--- config.mk ---
export PLATFORM = sky130hd
export DESIGN_NAME = mlap_port
export DESIGN_NICKNAME = d
export VERILOG_FILES = /design/src/rtl/mlap_pkg.sv /design/src/rtl/mlap_fifo.sv /design/src/rtl/mlap_port.sv
export SDC_FILE = /design/constraint.sdc
export NUM_CORES = 1
export LEC_CHECK = 0
export BUFFER_PORTS_ARGS = -buffer_cell sky130_fd_sc_hd__buf_2
export CORE_ASPECT_RATIO = 1.1
export CORE_MARGIN = 2
export CORE_UTILIZATION = 60
export DETAILED_ROUTE_END_ITERATION = 6
export PLACE_DENSITY = 0.8
export SETUP_SLACK_MARGIN = 0.3
export SLEW_MARGIN = 10
export SYNTH_ARGS = -nofsm -noshare
export SYNTH_HDL_FRONTEND = slang
export SYNTH_SLANG_ARGS = --single-unit
--- constraint.sdc ---
create_clock -name ref_clk -period 6.3 [get_ports ref_clk]
set_input_delay 1.26 -clock ref_clk [delete_from_list [all_inputs] [get_ports ref_clk]]
set_output_delay 1.26 -clock ref_clk [all_outputs]
set_load 0.01 [all_outputs]
--- src/rtl/mlap_pkg.sv ---
// Package for the multidrop line access port: config carriers, modes, timing.
// Assumes a single 200 MHz clock domain; all users import mlap_pkg::*.
package mlap_pkg;

   // ****************************************
   // Timing
   // ****************************************
   localparam int unsigned CLK_HZ = 200_000_000;
   localparam int unsigned SLICE_UNIT_MS = 10;
   localparam int unsigned SLICE_UNIT_CYC = CLK_HZ / 1000 * SLICE_UNIT_MS;
   localparam logic [7:0] SLICE_MIN = 8'h05;
   localparam logic [7:0] IDLE_GAP_CHARS = 8'h04;

   // ****************************************
   // Frame format
   // ****************************************
   localparam int unsigned DATA_W = 8;
   localparam int unsigned FIFO_DEPTH = 8;
   localparam logic [7:0] ADDR_RST = 8'h00;

   typedef enum logic [1:0] {
      MLAP_DRV_FULL_DUPLEX,
      MLAP_DRV_HALF_DUPLEX,
      MLAP_DRV_TWO_WIRE
   } mlap_drv_t;

   typedef struct packed {
      logic [7:0] node_count;
      logic [7:0] priority_val;
      logic [7:0] time_slice;
      logic [7:0] own_addr;
      mlap_drv_t drv_mode;
   } mlap_cfg_t;

   typedef struct packed {
      logic last;
      logic [DATA_W-1:0] data;
   } mlap_beat_t;

endpackage

--- src/rtl/mlap_fifo.sv ---
// Synchronous FIFO of packet beats with valid/ready on both sides.
// Assumes one clock; flip-flop storage indexed by pointers.
`timescale 1ns/100ps
module mlap_fifo #(
   parameter int unsigned WIDTH = 9,
   parameter int unsigned DEPTH = 8
) (
   input wire logic ref_clk, // Clock
   input wire logic rst, // Sync reset
   input wire logic [WIDTH-1:0] in_data, // Write word
   input wire logic in_valid, // Write request
   output logic in_ready, // Not full
   output logic [WIDTH-1:0] out_data, // Head word
   output logic out_valid, // Not empty
   input wire logic out_ready // Pop
);
   localparam int unsigned AW = $clog2(DEPTH);
   logic [WIDTH-1:0] mem_q [DEPTH];
   logic [AW-1:0] wr_q;
   logic [AW-1:0] rd_q;
   logic [AW:0] cnt_q;
   logic push;
   logic pop;

   assign in_ready = (cnt_q != DEPTH[AW:0]);
   assign out_valid = (cnt_q != '0);
   assign out_data = mem_q[rd_q];
   assign push = in_valid && in_ready;
   assign pop = out_valid && out_ready;

   always_ff @(posedge ref_clk) begin
      if (push) begin
         mem_q[wr_q] <= in_data;
      end
   end

   always_ff @(posedge ref_clk) begin
      if (rst) begin
         wr_q <= '0;
         rd_q <= '0;
         cnt_q <= '0;
      end else begin
         if (push) begin
            wr_q <= (wr_q == AW'(DEPTH - 1)) ? '0 : wr_q + 1'b1;
         end
         if (pop) begin
            rd_q <= (rd_q == AW'(DEPTH - 1)) ? '0 : rd_q + 1'b1;
         end
         cnt_q <= cnt_q + (AW+1)'(push) - (AW+1)'(pop);
      end
   end
endmodule

--- src/rtl/mlap_port.sv ---
// Multidrop line access port: slotted RTS/CTS access, address filter, driver control.
// Assumes an external UART: tx beats go to it, rx bytes come from it, char_tick per char time.
// Notes on behaviour
// - With a packet pending, raise RTS; send nothing until CTS is active.
// - After CTS, send the packet, then wait for the addressed node's reply.
// - Watch all traffic, accept only own-address packets, pass them on for routing.
// - Line access by time division from node count and own priority.
// - Works whether or not own transmit data echoes back.
// - Full duplex setting: transmitter always enabled, receiver always active.
// - Half duplex setting: transmitter always on, receiver off while transmitting.
// - Two-wire setting: driver follows CTS, receiver off while transmitting.
`timescale 1ns/100ps
module mlap_port
   import mlap_pkg::*;
#(
   parameter int unsigned REPLY_WAIT_CYC = 200_000_000,
   parameter int unsigned SLICE_CYC = SLICE_UNIT_CYC
) (
   input wire logic ref_clk, // 200 MHz clock
   input wire logic rst, // Sync reset, high
   input wire mlap_cfg_t cfg, // Static configuration
   input wire logic cts_pin, // Clear to send pin
   input wire logic rx_line_act, // Line carrier/activity pin
   input wire logic [7:0] rx_byte, // Received byte from UART
   input wire logic rx_byte_valid, // Received byte strobe
   input wire logic rx_byte_last, // Received byte ends packet
   input wire logic char_tick, // One char time elapsed, pulse
   input wire mlap_beat_t tx_beat, // Packet beat to send
   input wire logic tx_beat_valid, // Beat valid
   output logic tx_beat_ready, // Beat accepted into FIFO
   input wire logic uart_tx_ready, // UART may take a byte
   input wire logic uart_tx_idle, // UART shifter empty
   output logic [7:0] uart_tx_data, // Byte to UART
   output logic uart_tx_load, // Load pulse to UART
   output logic rts_pin, // Request to send
   output logic drv_oe_n, // Transmit driver enable, low = drive
   output logic rcv_en, // Receiver enable
   output mlap_beat_t rx_out, // Accepted packet beat
   output logic rx_out_valid, // Accepted beat strobe
   output logic reply_timeout // Reply wait expired, pulse
);

   // ****************************************
   // Input synchronisers
   // ****************************************
   logic cts_m_q, cts_q, act_m_q, act_q;
   always_ff @(posedge ref_clk) begin
      if (rst) begin
         cts_m_q <= 1'b0;
         cts_q <= 1'b0;
         act_m_q <= 1'b0;
         act_q <= 1'b0;
      end else begin
         cts_m_q <= cts_pin;
         cts_q <= cts_m_q;
         act_m_q <= rx_line_act;
         act_q <= act_m_q;
      end
   end

   // ****************************************
   // Transmit FIFO
   // ****************************************
   mlap_beat_t fifo_head;
   logic fifo_valid, fifo_pop;
   mlap_fifo #(.WIDTH($bits(mlap_beat_t)), .DEPTH(FIFO_DEPTH)) u_fifo (
      .ref_clk(ref_clk),
      .rst(rst),
      .in_data(tx_beat),
      .in_valid(tx_beat_valid),
      .in_ready(tx_beat_ready),
      .out_data(fifo_head),
      .out_valid(fifo_valid),
      .out_ready(fifo_pop)
   );

   // ****************************************
   // Slice timer
   // ****************************************
   typedef enum logic [2:0] {
      ST_IDLE, ST_WAIT_SLOT, ST_REQ, ST_SEND, ST_DRAIN, ST_REPLY
   } mlap_state_t;
   mlap_state_t st_q;

   logic [31:0] unit_q;
   logic [7:0] hund_q, slot_q;
   logic slice_tick;
   logic [7:0] slice_eff;
   logic line_busy;
   logic own_tx;

   // Short slices starve the RTS-CTS window, so clamp up
   assign slice_eff = (cfg.time_slice < SLICE_MIN) ? SLICE_MIN : cfg.time_slice;
   assign own_tx = (st_q == ST_SEND) || (st_q == ST_DRAIN);
   // Own echo is ignored as traffic while we hold the line
   assign line_busy = (act_q || rx_byte_valid) && !own_tx;
   assign slice_tick = (hund_q == slice_eff - 8'h01) && (unit_q == SLICE_CYC - 1);

   always_ff @(posedge ref_clk) begin
      if (rst || line_busy) begin
         unit_q <= '0;
         hund_q <= '0;
      end else if (unit_q == SLICE_CYC - 1) begin
         unit_q <= '0;
         hund_q <= slice_tick ? 8'h00 : hund_q + 8'h01;
      end else begin
         unit_q <= unit_q + 32'd1;
      end
   end

   // Slots counted since the line went idle; wraps after node_count
   always_ff @(posedge ref_clk) begin
      if (rst || line_busy) begin
         slot_q <= '0;
      end else if (slice_tick) begin
         slot_q <= (slot_q + 8'h01 >= cfg.node_count) ? 8'h00 : slot_q + 8'h01;
      end
   end

   // ****************************************
   // Access state machine
   // ****************************************
   logic my_slot;
   logic [31:0] wait_q;
   assign my_slot = slice_tick && (slot_q + 8'h01 == cfg.priority_val);
   assign fifo_pop = (st_q == ST_SEND) && cts_q && uart_tx_ready && !uart_tx_load;

   always_ff @(posedge ref_clk) begin
      if (rst) begin
         st_q <= ST_IDLE;
      end else begin
         case (st_q)
            ST_IDLE: begin
               if (fifo_valid) begin
                  st_q <= ST_WAIT_SLOT;
               end
            end
            ST_WAIT_SLOT: begin
               if (my_slot) begin
                  st_q <= ST_REQ;
               end
            end
            ST_REQ: begin
               if (cts_q) begin
                  st_q <= ST_SEND;
               end
            end
            ST_SEND: begin
               if (fifo_pop && fifo_head.last) begin
                  st_q <= ST_DRAIN;
               end
            end
            ST_DRAIN: begin
               if (uart_tx_idle && uart_tx_ready && !uart_tx_load) begin
                  st_q <= ST_REPLY;
               end
            end
            ST_REPLY: begin
               if ((rx_out_valid && rx_out.last) || wait_q == REPLY_WAIT_CYC - 1) begin
                  st_q <= ST_IDLE;
               end
            end
            default: st_q <= ST_IDLE;
         endcase
      end
   end

   always_ff @(posedge ref_clk) begin
      if (rst || st_q != ST_REPLY) begin
         wait_q <= '0;
      end else begin
         wait_q <= wait_q + 32'd1;
      end
   end

   always_ff @(posedge ref_clk) begin
      if (rst) begin
         reply_timeout <= 1'b0;
      end else begin
         reply_timeout <= (st_q == ST_REPLY) && (wait_q == REPLY_WAIT_CYC - 1);
      end
   end

   // ****************************************
   // Transmit path and pins
   // ****************************************
   always_ff @(posedge ref_clk) begin
      if (rst) begin
         uart_tx_data <= '0;
         uart_tx_load <= 1'b0;
      end else begin
         uart_tx_load <= fifo_pop;
         if (fifo_pop) begin
            uart_tx_data <= fifo_head.data;
         end
      end
   end

   logic rts_d;
   assign rts_d = (st_q == ST_REQ) || (st_q == ST_SEND) || (st_q == ST_DRAIN);
   always_ff @(posedge ref_clk) begin
      if (rst) begin
         rts_pin <= 1'b0;
      end else begin
         rts_pin <= rts_d;
      end
   end

   always_ff @(posedge ref_clk) begin
      if (rst) begin
         drv_oe_n <= 1'b1;
         rcv_en <= 1'b0;
      end else begin
         case (cfg.drv_mode)
            MLAP_DRV_HALF_DUPLEX: begin
               drv_oe_n <= 1'b0;
               rcv_en <= !rts_d;
            end
            MLAP_DRV_TWO_WIRE: begin
               drv_oe_n <= !cts_q;
               rcv_en <= !rts_d;
            end
            default: begin
               drv_oe_n <= 1'b0;
               rcv_en <= 1'b1;
            end
         endcase
      end
   end

   // ****************************************
   // Receive address filter
   // ****************************************
   logic first_q, match_q;
   logic addr_hit;
   assign addr_hit = (rx_byte == cfg.own_addr);

   always_ff @(posedge ref_clk) begin
      if (rst) begin
         first_q <= 1'b1;
         match_q <= 1'b0;
      end else if (rx_byte_valid && !own_tx) begin
         first_q <= rx_byte_last;
         if (first_q) begin
            match_q <= addr_hit && !rx_byte_last;
         end else if (rx_byte_last) begin
            match_q <= 1'b0;
         end
      end
   end

   always_ff @(posedge ref_clk) begin
      if (rst) begin
         rx_out <= '0;
         rx_out_valid <= 1'b0;
      end else begin
         rx_out_valid <= rx_byte_valid && !own_tx && (first_q ? addr_hit : match_q);
         rx_out.data <= rx_byte;
         rx_out.last <= rx_byte_last;
      end
   end
endmodule

-- Word level (Yosys, flattened, before mapping)
Memory sizes are Yosys's and may differ from the RTL's. A register that Yosys moved wholly into a read port is not among the register bits.
Cells that the tools add are included.
- $add $sub $neg: 9
- magnitude comparators: 2
- equal/unequal tests: 22
- muxes and demuxes: 21
- reductions and logical operators: 35
- operators with widths (operator ; number):
    $add A32 B1 Y32 const B ; 2
    $eq A32 B21 Y1 const B ; 1
    $eq A32 B28 Y1 const B ; 1
    $mux W3 ; 10
    $eq A8 B8 Y1 ; 3
    $mux W8 ; 3
    $pmux W3 S6 ; 1
    $add A8 B1 Y8 const B ; 2
    $logic_and A1 B1 Y1 ; 16
    $eq A3 B3 Y1 const B ; 4
    $ge A8 B8 Y1 ; 1
    $lt A8 B3 Y1 const B ; 1
    $ne A2 B2 Y1 const B ; 4
    $sub A8 B1 Y8 const B ; 1
    $logic_or A1 B1 Y1 ; 7
    $mux W1 ; 7
    $add A3 B1 Y3 const B ; 2
    $eq A3 B2 Y1 const B ; 2
    $reduce_and A6 Y1 ; 1
    $logic_not A1 Y1 ; 5
    $add A4 B1 Y4 ; 1
    $ne A2 B1 Y1 const B ; 2
    $ne A4 B4 Y1 const B ; 1
    $reduce_bool A4 Y1 ; 1
    other kinds (9) ; 10
- register bits: 122
- RAM bits: 72
- input port bits: 61
- output and inout bits: 24
- logic and storage cells: 113
- memories: 1
- memories (name ; words ; width ; rd ports ; clocked after memory_dff ; wr ports ; RTL line ; RTL):
    u_fifo.mem_q ; 8 ; 9 ; 1 ; 1 ; 1 ; mlap_fifo.sv:18 ; logic [WIDTH-1:0] mem_q [DEPTH];

-- Longest topological paths before layout
- depth after elaboration: 8
- mapped depth: 12
- gate-level depth less buffers: 11

-- Cells and area by module
Synthesis repeated with hierarchy kept, for this count alone.
- cells, all modules: 818
- area total of the unflattened synthesis: 8973.6 um2
- modules (own cells, without submodules) (module ; instances ; cells each ; area an instance (um2) ; seq. area each (um2)):
    mlap_port ; 1 ; 638 ; 5477.8 ; 2242.2
    mlap_fifo ; 1 ; 180 ; 3495.9 ; 2422.3

-- Worst setup path before layout
No wires, ideal clock.
- kind: input-to-reg
- start point: input cfg[13] in the netlist's numbering
- end point: register slot_q[7]
- library setup time: 0.092 ns
- data arrival time: 4.323 ns
- required time: 6.208 ns
- setup slack: 1.885 ns
- cell stages on the path: 12
- path buffers: 2
- cells stage by stage: buf_2 or4_1 nor2_1 a21oi_1 ha_1 xor2_1 or3_1 o211a_1 buf_6 or4_4 or4b_1 o32ai_1
- cells in the longest elaborated chain, start to end: 5
- ends and longest elaborated chain (what ; RTL line ; RTL):
    start, declared ; mlap_port.sv:21 ; input wire mlap_cfg_t cfg,
    $lt A8 B3 Y1 ; mlap_port.sv:93 ; assign slice_eff = (cfg.time_slice < SLICE_MIN) ? SLICE_MIN : cfg.time_slice;
    $mux W8 * ; mlap_port.sv:93 ;
    $sub A8 B1 Y8 * ; mlap_port.sv:97 ; assign slice_tick = (hund_q == slice_eff - 8'h01) && (unit_q == SLICE_CYC - 1);
    $eq A8 B8 Y1 * ; mlap_port.sv:97 ;
    $logic_and A1 B1 Y1 * ; mlap_port.sv:97 ;
    end signal, assigned ; mlap_port.sv:116 ; slot_q <= (slot_q + 8'h01 >= cfg.node_count) ? 8'h00 : slot_q + 8'h01;
    end, declared ; mlap_port.sv:86 ; logic [7:0] hund_q, slot_q;
Every way passes the cells marked *; elsewhere a longest branch is shown, timed or not.
A chain may end at the register's enable or synchronous reset.

-- Worst setup path after layout
- start point: input cfg[16] in the netlist's numbering
- end point: register slot_q[5]
The elaborated chain is that of the path after synthesis.

==> summary.md <==
## Logic synthesis
- 71 — count of distinct cell types in the synthesized netlist
- 0 — Yosys warning total
- 72 — number of enable-type register cells in the synthesized netlist
- 5.836% — post-synthesis mux area share
- 0.009176 mm^2 — Post-Syn Area
- 9.381% — XOR/XNOR Fraction of Synth Area
- 955 — Syn Nets
- simple AND/OR/NAND/NOR gates — largest family of logic cells by synthesized area
- 869 — synthesized instance count
- 27.27% — post-synth top area share
- dfxtp_1, edfxtp_1, nor2_1, xnor2_1, mux4_2 — largest cells by area after synthesis
- dfxtp_1, nor2_1, edfxtp_1 — Post-synth top cells
- dfxtp_1 — most instantiated flip-flop cell in the synthesis netlist
- 3.491% — fraction of the mapped netlist area in adder cells
- 0% — async set or reset register ratio after synthesis
- 197 — total of flip-flops plus latches after synthesis
- 10.56 um^2 — Synth Area per Inst
- dfxtp_1 — Synth area leader
- dfxtp_1 — most common cell in the synthesized netlist
- 50.83% — sequential element share of the synthesized area
- 19.61% — area fraction in and, or, nand and nor cells after synthesis
- 7.717% — area fraction in compound gates after synthesis

## Timing
- 69.27% — ratio of final minimum period to clock period
- 1.011 ns — slew at the pin closest to its max-slew limit
- 229.2 MHz — Max Freq
- 0.009605 ns — clock skew after layout
- 0 — max-slew violation total from the final report
- 0 ns — summed negative setup slack over all endpoints
- false — setup repair after global routing missed its margin
- 0 — setup violation total in the final timing report
- 31.90% — worst max-slew margin expressed relative to the limit
- 4.364 ns — Tmin final
- 0 — Final Hold Viols

## Clock network
- 0 — buffers inserted by post-CTS timing repair
- 197 — clock net sink count
- 2 — buffer levels on the longest clock path
- 17 — number of buffers inserted during clock tree synthesis
- 0 — Post-CTS Hold Fix Bufs
- 0 — # resized after CTS
- 4 — number of levels the H-tree was split into
- 0.44 ns — worst-skew pair later-pin latency
- done — clock tree from TritonCTS
- 0.07 ns — Clock transition at path regs
- clkbuf_16 — clock root cell

## Finish
- 1024 — Net count, final
- 15.88% — fraction of layout cells with a size suffix above 1
- 1134 — Fill cells
- 0 — number of diodes added for antenna fixing
- 1147 — final cell count without fillers
- 12.23% — post-synthesis to final-layout area growth

## Critical path
- 9 — largest fanout on the critical path
- a21oi_1 — most repeated library cell on the critical path
- buf_2 > or4_1 > nor2_1 > a21oi_1 > ha_1 > xnor2_1 > a221oi_1 > or4b_4 > a2111o_1 > o41ai_1 > a21oi_1 — ordered cell list for the critical path
- in2reg — type of the setup path with the least slack
- or4_1 — Critical Path Slowest Stage Cell
- input pin — Setup crit start kind
- flip-flop — kind of capture point of the worst setup path
- 6.59 ns — required time at the endpoint of the critical path
- 0.61 ns — crit-path max cell delay
- 4.66 ns — data arrival at the endpoint of the critical path

## Detailed routing
- 6609 — routed via count
- 406 — drt initial violations
- 15.83 um — routed length per instance
- 0 — number of remaining DRC errors
- 0 — DRT antenna net count
- 18.15 mm — post-detailed-routing wire length
- 5 — first-pass iteration count of the detailed router
- 5.762 — DR vias/cell

## Placed design
- 12.04 mm — half-perimeter wire length after placement
- 1115 — placed cells
- 83 — number of I/O port buffers
- 0.8502 — Placer Congestion

## Status
- finished, final reports clean — result of the run

## Global route
- 6287 — number of global-route vias before repair
- 45 — maximum number of pins on one net before global-route repair
- 23.29% — total global-route track usage
- 30.04 mm — wire length of the first global-routing pass
- 0 — number of antenna violations at the first check in global routing
- 0 — aggregate global routing overflow

## Power and ir drop
- 256.3 mW/mm^2 — pwr dens
- 0.0003453 V — Max IR drop VDD
- 0.003526 uW — standby leakage power

## Die
- 47 — number of standard-cell rows in the floorplan
- 121.9 um — floorplan die width
- 133.7 um — y dimension of the die
- 0.01630 mm^2 — total die area
- 85 — I/O pin count
- 61.19% — effective utilization at floorplan
- 0.01500 mm^2 — Core Area

## Flow run
- 0 — max-cap viol count

## Hold path
- reg2reg — Worst Hold Class

-- cell type report --
cell class                 instances  area (um^2)  area share, %
timing repair buffer              88        452.9          4.398
sequential                       197         4664          45.29
multi-input combinational        600         4235          41.13
clock buffer                      17        425.4          4.131
inverter                          34        127.6          1.239
tap                              196        245.2          2.381
clock inverter                    15        147.6          1.434
-- stage by stage --
stage	worst slack [ns]	cell area, um^2	hold slack [ns]	power [uW]	utilization, %
2_1_floorplan	1.885	9176	0.4138	1539	-
3_3_place_gp	1.579	9726	0.4240	1608	64.86
3_5_place_dp	1.546	9726	0.4278	1616	64.86
4_1_cts	1.983	10300	0.4445	2655	68.68
5_1_grt	1.665	10300	0.4698	2734	68.68
6_report	1.936	10300	0.4475	2640	68.68
-- logic make-up after synthesis --
logic type	after synthesis
multiplexers	31
AND/OR/NAND/NOR	349
buffers and inverters	72
flip-flops	197
adder cells (fa/ha/maj)	25
XOR/XNOR	95
AO/OA/AOI/OAI	100
-- final timing paths --
check	cells after the start	from	endpoint	slack, ns
worst min-delay path	1	act_m_q	act_q	0.45
worst max-delay path	11	cfg[16]	slot_q[5]	1.94
worst max register to register	9	slot_q[0]	slot_q[7]	2.94
worst min register to register	1	act_m_q	act_q	0.45
-- layer usage --
layer  wire length (um)  vias to the layer above  global-route usage (%)  part of all wire, %
li1                   -                     3267                       -                    -
met1               7795                     3142                   29.04                   43
met2               9093                      157                   39.08                   50
met3                702                       43                   4.409                  3.9
met4                561                        0                   10.73                  3.1
met5                  0                        -                       0                    0
-- critical path: cells and delay by family --
kind,cells,cell delay (ns)
buf+inv,1,0.12
compound gates,5,1.43
simple gates,3,1.40
xor+xnor,1,0.12
fa+ha+maj,1,0.31
-- report_power, final --
part	internal, uW	total (uW)	switching, uW	leakage [uW]
clock	530	1050	519	0.000281
combinational	91.1	214	123	0.00158
sequential	1360	1380	20.9	0.00167
total	1980	2640	663	0.00353
-- placed cells by master (no fill, tap or decap), types with 27 or more instances in the layout --
| cell | Yosys | final |
|---|---|---|
| buf_2 | 2 | 83 |
| dfxtp_1 | 125 | 125 |
| edfxtp_1 | 72 | 72 |
| inv_1 | 34 | 34 |
| nand2_1 | 49 | 49 |
| nand3_1 | 27 | 27 |
| nand4_1 | 31 | 31 |
| nor2_1 | 116 | 116 |
| xnor2_1 | 48 | 48 |
| xor2_1 | 45 | 45 |
-- flip-flops by register name, summed over array words and instances, names as in the netlist, 3 cells and up, named ones only --
signal,flops
uart_tx_data,8
wait_q,32
rx_out,9
u_fifo.rd_q,3
slot_q,8
hund_q,8
u_fifo.wr_q,3
u_fifo.mem_q,72
st_q,3
unit_q,32
u_fifo.cnt_q,4
(Power assumes the default switching activity.)
